$ cat config.mk
export PLATFORM = sky130hd
export DESIGN_NAME = e3tx_overhead
export DESIGN_NICKNAME = d
export VERILOG_FILES = /design/src/e3tx_pkg.sv /design/src/e3tx_sync.sv /design/src/e3tx_overhead.sv
export SDC_FILE = /design/constraint.sdc
export NUM_CORES = 1
export LEC_CHECK = 0
export BUFFER_PORTS_ARGS = -buffer_cell sky130_fd_sc_hd__buf_2
export CAP_MARGIN = 20
export CELL_PAD_IN_SITES_DETAIL_PLACEMENT = 2
export CELL_PAD_IN_SITES_GLOBAL_PLACEMENT = 2
export CORE_MARGIN = 1.5
export CORE_UTILIZATION = 38
export DETAILED_ROUTE_END_ITERATION = 12
export GPL_ROUTABILITY_DRIVEN = 0
export PLACE_DENSITY = 0.8
export SYNTH_ARGS = -nofsm -noshare
export SYNTH_HDL_FRONTEND = slang
export SYNTH_SLANG_ARGS = --single-unit
$ cat constraint.sdc
create_clock -name i_clk -period 4.7 [get_ports i_clk]
set_clock_uncertainty 0.1 [all_clocks]
set_input_delay 1.41 -clock i_clk [delete_from_list [all_inputs] [get_ports i_clk]]
set_output_delay 1.41 -clock i_clk [all_outputs]
set_load 0.01 [all_outputs]
$ cat src/e3tx_pkg.sv
// Shared constants, field layout and carriers for the E3 transmit overhead block
package e3tx_pkg;
  // Register bus widths
  localparam int ADDR_W = 10;
  localparam int DATA_W = 16;
  // Register offsets
  localparam logic [ADDR_W-1:0] STAT_OFS = 10'h116;
  localparam logic [ADDR_W-1:0] TFC_OFS = 10'h118;
  localparam logic [ADDR_W-1:0] TEI_OFS = 10'h11A;
  localparam logic [ADDR_W-1:0] TMA_OFS = 10'h11C;
  localparam logic [ADDR_W-1:0] TNG_OFS = 10'h11E;
  // Writable bits per register, reserved bits read zero
  localparam logic [DATA_W-1:0] TFC_MASK = 16'h073F;
  localparam logic [DATA_W-1:0] TEI_MASK = 16'h03FF;
  localparam logic [DATA_W-1:0] TMA_MASK = 16'h00FF;
  localparam logic [DATA_W-1:0] TNG_MASK = 16'hFFFF;
  localparam logic [DATA_W-1:0] REG_RST = 16'h0000;
  // Frame control fields
  localparam int GC_SRC_BIT = 10;
  localparam int NR_SRC_LSB = 8;
  localparam int REI_MAN_BIT = 5;
  localparam int REI_DEF_BIT = 4;
  localparam int RDI_MAN_BIT = 3;
  localparam int RDI_DEF_BIT = 2;
  localparam int FGD_BIT = 1;
  localparam int AIS_BIT = 0;
  // Error insertion fields
  localparam int REI_CONT_BIT = 9;
  localparam int REI_EN_BIT = 8;
  localparam int PAR_BLK_BIT = 7;
  localparam int PAR_CONT_BIT = 6;
  localparam int PAR_EN_BIT = 5;
  localparam int FE_TYPE_LSB = 3;
  localparam int FE_EN_BIT = 2;
  localparam int SE_REQ_BIT = 1;
  localparam int TRIG_SEL_BIT = 0;
  // MA byte field register and NR/GC value register
  localparam int PT_LSB = 5;
  localparam int TIMING_IND_GEN_DISABLE_BIT = 4;
  localparam int TTI_MSB = 3;
  localparam int GC_LSB = 8;
  // Frame geometry: byte positions counted from the first FA1 byte
  localparam int FRAME_LEN = 537;
  localparam logic [9:0] POS_FA1 = 10'h000;
  localparam logic [9:0] POS_FA2 = 10'h001;
  localparam logic [9:0] POS_EM = 10'h03D;
  localparam logic [9:0] POS_MA = 10'h0B5;
  localparam logic [9:0] POS_NR = 10'h0F1;
  localparam logic [9:0] POS_GC = 10'h12D;
  // Overhead byte values and masks
  localparam logic [7:0] FA1_VAL = 8'hF6;
  localparam logic [7:0] FA2_VAL = 8'h28;
  localparam logic [7:0] ALL_ONES = 8'hFF;
  localparam logic [7:0] ONE_BIT = 8'h01;
  localparam logic [7:0] REI_POS = 8'h40;
  localparam logic [2:0] FE_MULTI_LEFT = 3'h3;
  // NR byte sources
  typedef enum logic [1:0] {
    NR_ONES = 2'b00,
    NR_HDLC = 2'b01,
    NR_FEAC = 2'b10,
    NR_REG = 2'b11
  } nr_src_e;
  // Framing error types
  typedef enum logic [1:0] {
    FE_BIT1 = 2'b00,
    FE_WORD1 = 2'b01,
    FE_BIT4 = 2'b10,
    FE_WORD4 = 2'b11
  } fe_type_e;
  // One byte of the stream
  typedef struct packed {
    logic valid;
    logic [7:0] data;
  } byte_s;
  // Register write or read request
  typedef struct packed {
    logic [ADDR_W-1:0] addr;
    logic [DATA_W-1:0] wdata;
    logic wr;
    logic rd;
  } reg_req_s;
  // Whole state of the overhead block
  typedef struct packed {
    logic [DATA_W-1:0] tfc;
    logic [DATA_W-1:0] tei;
    logic [DATA_W-1:0] tma;
    logic [DATA_W-1:0] tng;
    logic [DATA_W-1:0] s_tfc;
    logic [DATA_W-1:0] s_tei;
    logic [DATA_W-1:0] s_tma;
    logic [DATA_W-1:0] s_tng;
    logic [DATA_W-1:0] rdata;
    logic [9:0] pos;
    logic [1:0] mf;
    logic trig_d;
    logic pend_rei;
    logic pend_par;
    logic pend_fe;
    logic [2:0] fe_left;
    logic fe_word_act;
    logic rei_seen;
    logic [7:0] bip_acc;
    logic [7:0] bip_prev;
    byte_s out;
  } state_s;
endpackage

$ cat src/e3tx_sync.sv
// Two-flop synchroniser for pin-level inputs
`timescale 1ns/1ps
module e3tx_sync #(
  parameter int W = 1
) (
  // Clock and reset
  input wire logic i_clk,
  input wire logic i_rst_n,
  // Asynchronous level in, synchronised level out
  input wire logic [W-1:0] i_async,
  output logic [W-1:0] o_sync
);
  // Both stages held in one state word
  typedef struct packed {
    logic [W-1:0] s1;
    logic [W-1:0] s2;
  } sync_s;

  sync_s st_r; // Registered stages
  sync_s st_nxt; // Next stages

  // First stage feeds only the second
  always_comb begin
    st_nxt.s1 = i_async;
    st_nxt.s2 = st_r.s1;
  end

  // Stage registers
  always_ff @(posedge i_clk or negedge i_rst_n) begin
    if (!i_rst_n) begin
      st_r <= '0;
    end else begin
      st_r <= st_nxt;
    end
  end

  assign o_sync = st_r.s2;
endmodule

$ cat src/e3tx_overhead.sv
// E3 G.832 transmit overhead generation and error insertion
`timescale 1ns/1ps
// Behaviour
// - GC from HDLC, or GC register value
// - NR source: ones, HDLC, FEAC, register
// - GC and NR each take own HDLC byte
// - Manual REI goes to MA bit two
// - REI automatic from input, or manual
// - Manual RDI goes to MA bit one
// - RDI automatic from receiver alarms, or manual
// - Frame disable passes FA1, FA2, EM and MA bytes through
// - AIS forces whole output to ones
// - REI errors single or continuous when enabled
// - Parity error inverts one or eight bits
// - Parity errors single or continuous when enabled
// - Framing error type: bit/word, one/four frames
// - Framing errors only while enabled
// - Register bit rising edge triggers errors
// - Many toggles per opportunity give one error
// - Trigger select picks the external input
// - Payload type in MA bits three-five
// - Timing bits generated or sent directly
// - GC upper byte, NR lower byte
module e3tx_overhead #(
  parameter int FRAME_BYTES = e3tx_pkg::FRAME_LEN
) (
  // Clock and reset
  input wire logic i_clk,
  input wire logic i_rst_n,
  // Register port
  input wire e3tx_pkg::reg_req_s i_reg,
  output logic [e3tx_pkg::DATA_W-1:0] o_rdata,
  // Payload stream in, framed stream out
  input wire e3tx_pkg::byte_s i_pay,
  output e3tx_pkg::byte_s o_line,
  // HDLC and FEAC byte sources
  input wire logic [7:0] i_hdlc_data,
  output logic o_hdlc_take,
  input wire logic [7:0] i_feac_data,
  // Pin-level indications and trigger
  input wire logic i_remote_err_indication_in,
  input wire logic i_rx_alarm,
  input wire logic i_ext_err_trigger_in
);
  // Frame length must fit the position counter and hold every overhead byte
  if (FRAME_BYTES > 1024 || FRAME_BYTES <= int'(e3tx_pkg::POS_GC)) begin : g_len_chk
    $error("FRAME_BYTES out of range");
  end

  localparam logic [9:0] LAST_POS = 10'(FRAME_BYTES - 1); // Final byte index

  e3tx_pkg::state_s st_r; // Registered state
  e3tx_pkg::state_s st_nxt; // Next state
  logic [2:0] pin_s; // Synchronised pin levels
  logic rei_s; // Remote error indication
  logic alarm_s; // Receiver alarm
  logic ext_s; // External trigger

  // Pins cross through two flops before use
  e3tx_sync #(.W(3)) u_sync (
    .i_clk(i_clk),
    .i_rst_n(i_rst_n),
    .i_async({i_remote_err_indication_in, i_rx_alarm, i_ext_err_trigger_in}),
    .o_sync(pin_s)
  );
  assign rei_s = pin_s[2];
  assign alarm_s = pin_s[1];
  assign ext_s = pin_s[0];

  typedef e3tx_pkg::nr_src_e nr_src_sel_t; // NR source code

  // Working values of the combinational process
  logic first; // First byte of a frame
  logic [15:0] c_tfc; // Frame control in force
  logic [15:0] c_tei; // Error control in force
  logic [15:0] c_tma; // MA fields in force
  logic [15:0] c_tng; // NR/GC values in force
  logic trig; // Selected trigger level
  logic edge_up; // Trigger rising edge
  logic rei_en; // REI insertion enabled
  logic par_en; // Parity insertion enabled
  logic fe_en; // Framing insertion enabled
  logic use_rei; // REI error goes into this MA
  logic use_par; // Parity error goes into this EM
  logic use_fe; // Framing error goes into this FA pair
  logic fe_new; // Pending framing error starts here
  logic fe_word; // Word type framing error
  logic rei_bit; // REI bit sent
  logic rdi_bit; // RDI bit sent
  logic [2:0] ti_bits; // Last three MA bits
  logic [7:0] d; // Byte being formed
  logic fgd; // Frame generation disabled
  nr_src_sel_t nr_src; // NR source in force
  logic hdlc_take; // HDLC byte consumed

  always_comb begin
    st_nxt = st_r;
    st_nxt.rdata = '0;
    st_nxt.out.valid = 1'b0;
    hdlc_take = 1'b0;
    d = i_pay.data;

    // Register writes, masked to the defined bits
    if (i_reg.wr) begin
      unique case (i_reg.addr)
        e3tx_pkg::TFC_OFS: st_nxt.tfc = i_reg.wdata & e3tx_pkg::TFC_MASK;
        e3tx_pkg::TEI_OFS: st_nxt.tei = i_reg.wdata & e3tx_pkg::TEI_MASK;
        e3tx_pkg::TMA_OFS: st_nxt.tma = i_reg.wdata & e3tx_pkg::TMA_MASK;
        e3tx_pkg::TNG_OFS: st_nxt.tng = i_reg.wdata & e3tx_pkg::TNG_MASK;
        default: begin
          // Unmapped or read-only: ignored
        end
      endcase
    end

    // Register reads, answered the next cycle; unmapped reads zero
    if (i_reg.rd) begin
      unique case (i_reg.addr)
        e3tx_pkg::TFC_OFS: st_nxt.rdata = st_r.tfc;
        e3tx_pkg::TEI_OFS: st_nxt.rdata = st_r.tei;
        e3tx_pkg::TMA_OFS: st_nxt.rdata = st_r.tma;
        e3tx_pkg::TNG_OFS: st_nxt.rdata = st_r.tng;
        e3tx_pkg::STAT_OFS: begin
          // Live insertion and frame state
          st_nxt.rdata = {8'h00, st_r.pend_fe, st_r.pend_par, st_r.pend_rei,
                          st_r.fe_left, st_r.mf};
        end
        default: st_nxt.rdata = '0;
      endcase
    end

    // Controls in force: new snapshot at frame start, held otherwise
    first = i_pay.valid && (st_r.pos == e3tx_pkg::POS_FA1);
    c_tfc = first ? st_r.tfc : st_r.s_tfc;
    c_tei = first ? st_r.tei : st_r.s_tei;
    c_tma = first ? st_r.tma : st_r.s_tma;
    c_tng = first ? st_r.tng : st_r.s_tng;
    if (first) begin
      st_nxt.s_tfc = st_r.tfc;
      st_nxt.s_tei = st_r.tei;
      st_nxt.s_tma = st_r.tma;
      st_nxt.s_tng = st_r.tng;
    end
    fgd = c_tfc[e3tx_pkg::FGD_BIT];
    nr_src = nr_src_sel_t'(c_tfc[e3tx_pkg::NR_SRC_LSB +: 2]);

    // Trigger source and its rising edge; live bits so a switch acts at once
    trig = st_r.tei[e3tx_pkg::TRIG_SEL_BIT] ? ext_s : st_r.tei[e3tx_pkg::SE_REQ_BIT];
    st_nxt.trig_d = trig;
    edge_up = trig && !st_r.trig_d;

    // Enables in force for this frame
    rei_en = c_tei[e3tx_pkg::REI_EN_BIT];
    par_en = c_tei[e3tx_pkg::PAR_EN_BIT];
    fe_en = c_tei[e3tx_pkg::FE_EN_BIT];
    fe_word = c_tei[e3tx_pkg::FE_TYPE_LSB];

    // Decide insertions at this byte's opportunity
    use_rei = rei_en && (c_tei[e3tx_pkg::REI_CONT_BIT] || st_r.pend_rei);
    use_par = par_en && (c_tei[e3tx_pkg::PAR_CONT_BIT] || st_r.pend_par);
    fe_new = fe_en && (st_r.fe_left == 3'h0) && st_r.pend_fe;
    use_fe = fe_en && ((st_r.fe_left != 3'h0) || st_r.pend_fe);

    // Remote error indication caught over the frame
    st_nxt.rei_seen = st_r.rei_seen || rei_s;

    // REI and RDI sources
    rei_bit = c_tfc[e3tx_pkg::REI_DEF_BIT] ? c_tfc[e3tx_pkg::REI_MAN_BIT]
                                            : (st_r.rei_seen || rei_s);
    rdi_bit = c_tfc[e3tx_pkg::RDI_DEF_BIT] ? c_tfc[e3tx_pkg::RDI_MAN_BIT]
                                            : alarm_s;

    // Timing bits: multiframe position plus one source bit, or direct
    if (c_tma[e3tx_pkg::TIMING_IND_GEN_DISABLE_BIT]) begin
      ti_bits = c_tma[2:0];
    end else begin
      ti_bits = {st_r.mf, c_tma[2'(e3tx_pkg::TTI_MSB) - st_r.mf]};
    end

    // Byte formation
    if (i_pay.valid) begin
      unique case (st_r.pos)
        e3tx_pkg::POS_FA1: begin
          // Alignment byte, first half of a framing error word
          d = fgd ? i_pay.data : e3tx_pkg::FA1_VAL;
          if (use_fe) begin
            d = d ^ (fe_word ? e3tx_pkg::ALL_ONES : e3tx_pkg::ONE_BIT);
          end
        end
        e3tx_pkg::POS_FA2: begin
          // Second alignment byte only hit by word errors
          d = fgd ? i_pay.data : e3tx_pkg::FA2_VAL;
          if (st_r.s_tei[e3tx_pkg::FE_EN_BIT] && st_r.fe_word_act) begin
            d = d ^ e3tx_pkg::ALL_ONES;
          end
        end
        e3tx_pkg::POS_EM: begin
          // Parity of the previous frame
          d = fgd ? i_pay.data : st_r.bip_prev;
          if (use_par) begin
            d = d ^ (c_tei[e3tx_pkg::PAR_BLK_BIT] ? e3tx_pkg::ALL_ONES : e3tx_pkg::ONE_BIT);
          end
        end
        e3tx_pkg::POS_MA: begin
          // RDI, REI, payload type, timing bits, MSB first
          d = fgd ? i_pay.data
                  : {rdi_bit, rei_bit, c_tma[e3tx_pkg::PT_LSB +: 3], ti_bits};
          if (use_rei) begin
            d = d ^ e3tx_pkg::REI_POS;
          end
          st_nxt.rei_seen = rei_s;
        end
        e3tx_pkg::POS_NR: begin
          // NR source select
          unique case (nr_src)
            e3tx_pkg::NR_ONES: d = e3tx_pkg::ALL_ONES;
            e3tx_pkg::NR_HDLC: begin
              d = i_hdlc_data;
              hdlc_take = 1'b1;
            end
            e3tx_pkg::NR_FEAC: d = i_feac_data;
            e3tx_pkg::NR_REG: d = c_tng[7:0];
          endcase
        end
        e3tx_pkg::POS_GC: begin
          // GC source select; a fresh HDLC byte, not the NR one
          if (c_tfc[e3tx_pkg::GC_SRC_BIT]) begin
            d = c_tng[e3tx_pkg::GC_LSB +: 8];
          end else begin
            d = i_hdlc_data;
            hdlc_take = 1'b1;
          end
        end
        default: d = i_pay.data;
      endcase

      // AIS overrides everything
      if (c_tfc[e3tx_pkg::AIS_BIT]) begin
        d = e3tx_pkg::ALL_ONES;
      end

      st_nxt.out.valid = 1'b1;
      st_nxt.out.data = d;

      // Running parity; finished value kept for next frame's EM
      if (first) begin
        st_nxt.bip_prev = st_r.bip_acc;
        st_nxt.bip_acc = d;
        st_nxt.mf = st_r.mf + 2'h1;
      end else begin
        st_nxt.bip_acc = st_r.bip_acc ^ d;
      end

      // Byte position
      st_nxt.pos = (st_r.pos == LAST_POS) ? 10'h000 : st_r.pos + 10'h001;
    end

    // Framing error run over one or four frames
    if (i_pay.valid && st_r.pos == e3tx_pkg::POS_FA1) begin
      st_nxt.fe_word_act = use_fe && fe_word;
      if (!fe_en) begin
        st_nxt.fe_left = 3'h0;
      end else if (st_r.fe_left != 3'h0) begin
        st_nxt.fe_left = st_r.fe_left - 3'h1;
      end else if (fe_new) begin
        st_nxt.fe_left = c_tei[e3tx_pkg::FE_TYPE_LSB + 1] ? e3tx_pkg::FE_MULTI_LEFT : 3'h0;
      end
    end

    // Pending single errors: consumed at the opportunity, new edge wins
    st_nxt.pend_rei = st_r.pend_rei && !(i_pay.valid && st_r.pos == e3tx_pkg::POS_MA && rei_en);
    st_nxt.pend_par = st_r.pend_par && !(i_pay.valid && st_r.pos == e3tx_pkg::POS_EM && par_en);
    st_nxt.pend_fe = st_r.pend_fe && !(i_pay.valid && st_r.pos == e3tx_pkg::POS_FA1 && fe_new);
    if (edge_up) begin
      st_nxt.pend_rei = st_nxt.pend_rei || st_r.tei[e3tx_pkg::REI_EN_BIT];
      st_nxt.pend_par = st_nxt.pend_par || st_r.tei[e3tx_pkg::PAR_EN_BIT];
      st_nxt.pend_fe = st_nxt.pend_fe || st_r.tei[e3tx_pkg::FE_EN_BIT];
    end
  end

  // State register
  always_ff @(posedge i_clk or negedge i_rst_n) begin
    if (!i_rst_n) begin
      st_r <= '0;
    end else begin
      st_r <= st_nxt;
    end
  end

  // Outputs
  assign o_rdata = st_r.rdata;
  assign o_line = st_r.out;
  assign o_hdlc_take = hdlc_take;
endmodule

# Word level (Yosys, flattened, before mapping)
# Cells that the tools add are included.
# Widths: inputs -> output; s select.
# word_totals
regBits	154
input_bits	58
output_inout_bits	26
word_cells	128
# classes
addsub	4
n_lt_le_gt_ge	1
eq_ne	15
mux	41
bitwise	5
reduce_logical	38
# op_table
operator	n
$mux 8	15
$pmux 16 s5	1
$eq 10x9->1 const B	6
$pmux 8 s6	1
$mux 16	2
$pmux 8 s4	1
$mux 26	1
$xor 8x8->8	3
$eq 10x8->1 const B	2
$mux 10	2
$logic_and 1x1->1	17
$mux 3	5
$reduce_and 2->1	6
$mux 11	1
$add 10x1->10 const B	1
$eq 10x1->1 const B	1
$eq 10x10->1 const B	1
$eq 10x6->1 const B	1
$logic_not 10->1	1
$mux 1	8
$not 8->8	1
$logic_or 1x1->1	7
$mux 7	1
$lt 2x5->1 const B	1
14 further kinds	18

# Depth between registers and ports, before layout
# depth
ltp_word	15
ltp_mapped	13
ltp_nobuf	11

# Hierarchy
# Synthesis repeated with hierarchy kept, for this count alone.
# unflattened
cells_unflattened	804
hier_area_um2	8144.1
# modules_own_cells
module	instances	cells_per_inst	area_each_um2	seq_area_each_um2
e3tx_overhead	1	798	7993.9	3628.5
e3tx_sync	1	6	150.1	150.1

# Least setup slack after synthesis
# No wires, ideal clock.
# synth_timing
path_type	input to output
startpoint	input port i_pay[8] (netlist name)
endpoint	output port o_hdlc_take
arrival_ps	2753
required_time_ps	3190
slack_ps	437
path_stages	5
path_buffers	1
cell_sequence	or3b_1 buf_2 o31a_1 o32ai_2 and2_1
# synth_between
elab_chain_len	6
word_cells_on_any_way	7
classes_between	1 x eq/ne; 5 x mux; 1 x reduce/logical
# synth_rtl
element	line_no	rtl
start: declaration	e3tx_overhead.sv:34	input wire e3tx_pkg::byte_s i_pay,
$logic_and 1x1->1	e3tx_overhead.sv:133	first = i_pay.valid && (st_r.pos == e3tx_pkg::POS_FA1);
$mux 11	e3tx_overhead.sv:134	c_tfc = first ? st_r.tfc : st_r.s_tfc;
$eq 2x1->1	e3tx_overhead.sv:215	unique case (nr_src)
$mux 1	e3tx_overhead.sv:215	
$pmux 1 s2	e3tx_overhead.sv:182	unique case (st_r.pos)
$mux 1 (*)	e3tx_overhead.sv:181	if (i_pay.valid) begin
end: declaration	e3tx_overhead.sv:38	output logic o_hdlc_take,
# Every way passes the cells marked *; elsewhere a longest branch is shown, timed or not.

# Worst setup path after layout
# layout_timing
startpoint	register st_r[37] (netlist name)
endpoint	output port o_hdlc_take
# layout_between
elab_chain_len	7
word_cells_on_any_way	10
classes_between	3 x eq/ne; 5 x mux; 2 x reduce/logical
# layout_rtl
element	line_no	rtl
start: declaration	e3tx_overhead.sv:52	e3tx_pkg::state_s st_r;
start signal: assignment	e3tx_overhead.sv:286	st_r <= st_nxt;
$logic_not 10->1	e3tx_overhead.sv:133	
$logic_and 1x1->1	e3tx_overhead.sv:133	
$mux 11	e3tx_overhead.sv:134	
$eq 2x1->1	e3tx_overhead.sv:215	
$mux 1	e3tx_overhead.sv:215	
$pmux 1 s2 (*)	e3tx_overhead.sv:182	
$mux 1 (*)	e3tx_overhead.sv:181	
# Marks and branches as above.

==> summary.md <==
The worst hold path passes through 0 cells. The detail route stage leaves a number of antenna-violating nets equal to 0. The simple-gate area share of the yosys netlist is 0.176.

The area enclosed by the die boundary was 22,000 um^2; the power density over the cells was 459 nW/um^2. In this run the worst hold path is classified as reg -> reg. For the hold violation total from the final report, the log shows 0. The run gives 0 as the max capacitance violation total. The global router's overall resource usage was 0.279; the detailed-route via count was 6,815.

The register cell area after layout came out at 3780 um^2. Setup repair after global routing left no endpoint under its margin. The setup slack at placement is 0.228 ns, and the CTS buffer count is 17. The layout cell share with drive strength beyond 1 was 0.258; the pin count of the biggest net entering global routing was 65. The logs give 8 for the number of iterations in the first detailed-routing pass and 0.0571 for the routing usage on met3. The complex-gate fraction of the synthesized area is 0.158.

Met2 track demand over resource in global routing: 0.466. A synthesized cell averages 10.2 um^2. After the first detailed-routing iteration, the DRC count stood at 420. The core region is 20,400 um^2. The tools report the total number of placement rows as 52. The number of enable-type register cells in the synthesized netlist was 0; the via count of the first global-routing pass was 7,602.

In this run the vertical extent of the chip is 148 um. At the worst endpoint, the arrival time is 3.00 ns. For this design, the CTS-stage hold fixing added 0 buffers. Of all nets on the critical path, the largest fanout is 10. By area, the combinational part of the netlist is dominated by simple AND/OR/NAND/NOR gates. Area overhead of the layout relative to synthesis: 14.9%.

The mapped netlist covers 8010 um^2. Setup violations remaining at the end of the flow were counted as 0. The run gives 0 as the number of remaining DRC errors. The sequential-to-total area share from yosys stat is 0.472, and the number of slew-limit violations in the final report is 0. The sum of net half-perimeters after detailed placement is 21,100 um, and the shortest period the worst path allows is 4.51 ns.

The XOR/XNOR share of the synthesized area is 0.0197. The multi-input combinational cells in the finished layout cover a total of 3760 um^2. The run gives 0.346 as the global-route track usage on met1.

The tools report the first-pass GRT wire length as 45,500 um. STA puts the critical path data required time at 3.19 ns. 84 I/O pins were placed. The adder and majority gate portion of the synthesized area is 0.00781, and the initial antenna violation count is 1. The count of inserted antenna diode cells is 0, and the horizontal die dimension is 148 um.

The endpoint identified for the worst register-to-register timing path is st_r[23]$_DFFE_PN0P_. The most used flip-flop cell after synthesis is sky130_fd_sc_hd__dfrtp_1. In this run the most used layer during global routing was met2. Instance count of the mapped netlist: 788. TritonCTS built the clock tree. The beginning of the worst register-to-register path is st_r[36]$_DFFE_PN0P_. When the netlist entered floorplanning its net count stood at 851.

The logs give 0.392 for the starting density of the core and 4 for the H-tree level count. The clock insertion delay at the later pin of the skew report was 0.44 ns; the post-route fraction of the period consumed by the critical path was 0.959. The worst ir drop on vdd was 0.245 mV. In this run the most critical hold path is launched from u_sync.st_nxt[1]$_DFF_PN0_. The setup TNS is 0 ns. Path depth of the worst reg2reg path: 11. For the static leakage power, the log shows 4.34 nW. After clock tree synthesis, the clock-pin slew on the worst setup and hold paths is 0.07 ns. After global routing the overflow that remains totals 0. The proportion of synthesized area in mux cells was 0.106. In this run the clock root is driven by a sky130_fd_sc_hd__clkbuf_16. In this run the deepest clock path goes through 2 buffers. For hold timing, the worst endpoint is u_sync.o_sync[1]$_DFF_PN0_. After filler insertion, the fill cell instance count of the layout stands at 2,197. The worst setup path is launched from a flop.

The register-to-register setup slack was 0.85 ns; the net count reported at finish was 909. The post-synthesis async set-or-reset flop share was 1.00; the detailed-route wire length was 29,300 um. The flow ran to the end, and the final reports show no timing, DRC or antenna violations.

The count of state elements after synthesis was 151. Setup slack closes at 0.194 ns. STA classifies the critical path endpoint as an output port. The normalized max-slew margin was 0.377. For the pin with the worst max-slew slack, the measured transition is 0.932 ns. Mean number of vias per cell: 6.04.

For the post-CTS setup buffer count, the log shows 0. The tools report the count of different cell masters after synthesis as 83. Start point of the critical path: st_r[37]$_DFFE_PN0P_. The clock net in this run drives a total of 151 sinks.

In the final routed layout, each cell accounts on average for 26.0 um. The critical path is of the reg -> out type. For the number of warnings issued by yosys, the log shows 0. In this run the tool buffered the top-level ports with 83 buffer cells. Static timing analysis puts the maximum clock frequency at 0.222 GHz.

Post-CTS repair changed the size of 0 cells.
[power by group]
part	switching, W	total (W)	internal (W)
sequential	0.000164	0.00162	0.00146
combinational	0.000716	0.00111	0.000390
clock	0.000603	0.00150	0.000893
total	0.00148	0.00423	0.00274
[cell type report]
| class | instances | area share |
|---|---|---|
| Clock inverter | 13 | 0.0211 |
| Inverter | 24 | 0.00978 |
| Multi-Input combinational cell | 544 | 0.408 |
| Clock buffer | 18 | 0.0466 |
| Sequential cell | 151 | 0.410 |
| Timing Repair Buffer | 108 | 0.0675 |
| Tap cell | 270 | 0.0367 |
[cell usage after synthesis (6+ instances only)]
master	n	area [um^2]
sky130_fd_sc_hd__a22oi_1	9	67.6
sky130_fd_sc_hd__dfrtp_1	151	3780
sky130_fd_sc_hd__nand2_1	112	420
sky130_fd_sc_hd__a21oi_1	33	165
sky130_fd_sc_hd__o211ai_1	7	52.6
sky130_fd_sc_hd__and2_1	9	56.3
sky130_fd_sc_hd__nor2b_1	7	43.8
sky130_fd_sc_hd__buf_2	10	50.1
sky130_fd_sc_hd__o21ai_0	27	135
sky130_fd_sc_hd__mux2_2	55	619
sky130_fd_sc_hd__mux2i_1	16	160
sky130_fd_sc_hd__xor2_1	10	87.6
sky130_fd_sc_hd__and3_1	9	56.3
sky130_fd_sc_hd__xnor2_1	8	70.1
sky130_fd_sc_hd__nand4_1	16	100
sky130_fd_sc_hd__clkbuf_1	25	93.8
sky130_fd_sc_hd__nor3_1	17	85.1
sky130_fd_sc_hd__nor2_1	36	135
sky130_fd_sc_hd__and4_1	6	52.6
sky130_fd_sc_hd__nor3b_1	8	60.1
sky130_fd_sc_hd__inv_1	22	82.6
sky130_fd_sc_hd__buf_4	27	203
sky130_fd_sc_hd__a211oi_1	6	45.0
sky130_fd_sc_hd__a21o_1	8	60.1
sky130_fd_sc_hd__a222oi_1	9	90.1
sky130_fd_sc_hd__nand3_1	18	90.1
sky130_fd_sc_hd__o31ai_1	7	52.6
sky130_fd_sc_hd__a31oi_1	12	75.1
sky130_fd_sc_hd__o22ai_1	8	50.1
[logic make-up (layout without fill, tap and decap cells)]
family | count (synthesis) | count (layout)
flip-flops | 151 | 151
adder cells (fa/ha/maj) | 5 | 5
XOR/XNOR | 18 | 18
AO/OA/AOI/OAI | 175 | 175
AND/OR/NAND/NOR | 271 | 271
buffers and inverters | 93 | 163
multiplexers | 75 | 75
[per-stage QoR]
step                total power (W)  hold WS, ns  area (um^2)  utilization  cells
finish                      0.00423        0.249         9210        0.451   1128
global route                0.00441        0.261         9210        0.451   1128
CTS                         0.00424        0.251         9210        0.451   1128
detailed placement          0.00273        0.236         8590        0.420   1097
global placement            0.00266        0.237         8590        0.420   1097
floorplan                   0.00239        0.231         8010            -    788
[worst max path at each step]
| stage | endpoint | slack (ns) | cells past startpoint |
|---|---|---|---|
| finish | o_hdlc_take | 0.19 | 7 |
| global route | o_hdlc_take | 0.06 | 7 |
| floorplan | o_hdlc_take | 0.44 | 5 |
| CTS | o_hdlc_take | 0.18 | 7 |
| detailed placement | st_r[23]$_DFFE_PN0P_ | 0.23 | 11 |
| global placement | o_hdlc_take | 0.42 | 6 |
[sequential cells by signal (all words and copies together), names as in the netlist]
register and count:
o_rdata 16, u_sync.st_nxt 3, o_line 9, u_sync.o_sync 3, st_r 120
[per-layer routing]
| metal | routed length [um] | vias to the layer above | share of wire |
|---|---|---|---|
| met2 | 14400 | 262 | 0.49 |
| met1 | 12300 | 3533 | 0.42 |
| met4 | 1080 | 2 | 0.037 |
| met3 | 1600 | 68 | 0.055 |
| li1 | - | 2950 | - |
| met5 | 13 | - | 0.00044 |
[placed cells by master (no fill, tap or decap), types with 8 or more instances in the layout]
cell and n:
sky130_fd_sc_hd__xor2_1 10, sky130_fd_sc_hd__a21o_1 8, sky130_fd_sc_hd__clkbuf_16 17, sky130_fd_sc_hd__mux2_2 55, sky130_fd_sc_hd__inv_1 22, sky130_fd_sc_hd__buf_2 82
sky130_fd_sc_hd__a31oi_1 12, sky130_fd_sc_hd__xnor2_1 8, sky130_fd_sc_hd__dfrtp_1 151, sky130_fd_sc_hd__a21oi_1 33, sky130_fd_sc_hd__mux2i_1 16, sky130_fd_sc_hd__o22ai_1 8
sky130_fd_sc_hd__a22oi_1 9, sky130_fd_sc_hd__nor3_1 17, sky130_fd_sc_hd__o21ai_0 27, sky130_fd_sc_hd__and2_1 9, sky130_fd_sc_hd__buf_4 24, sky130_fd_sc_hd__nand2_1 112
sky130_fd_sc_hd__a222oi_1 9, sky130_fd_sc_hd__and3_1 9, sky130_fd_sc_hd__nor2_1 36, sky130_fd_sc_hd__nand3_1 18, sky130_fd_sc_hd__nand4_1 16
[worst max-delay path: stages (launching register included)]
cell and delay, ns:
sky130_fd_sc_hd__dfrtp_1 0.39, sky130_fd_sc_hd__inv_1 0.13, sky130_fd_sc_hd__ha_1 0.19, sky130_fd_sc_hd__nor4b_1 0.51
sky130_fd_sc_hd__nand4_1 0.63, sky130_fd_sc_hd__o32ai_2 0.38, sky130_fd_sc_hd__and2_1 0.19, sky130_fd_sc_hd__buf_2 0.13
(Power assumes the default switching activity.)
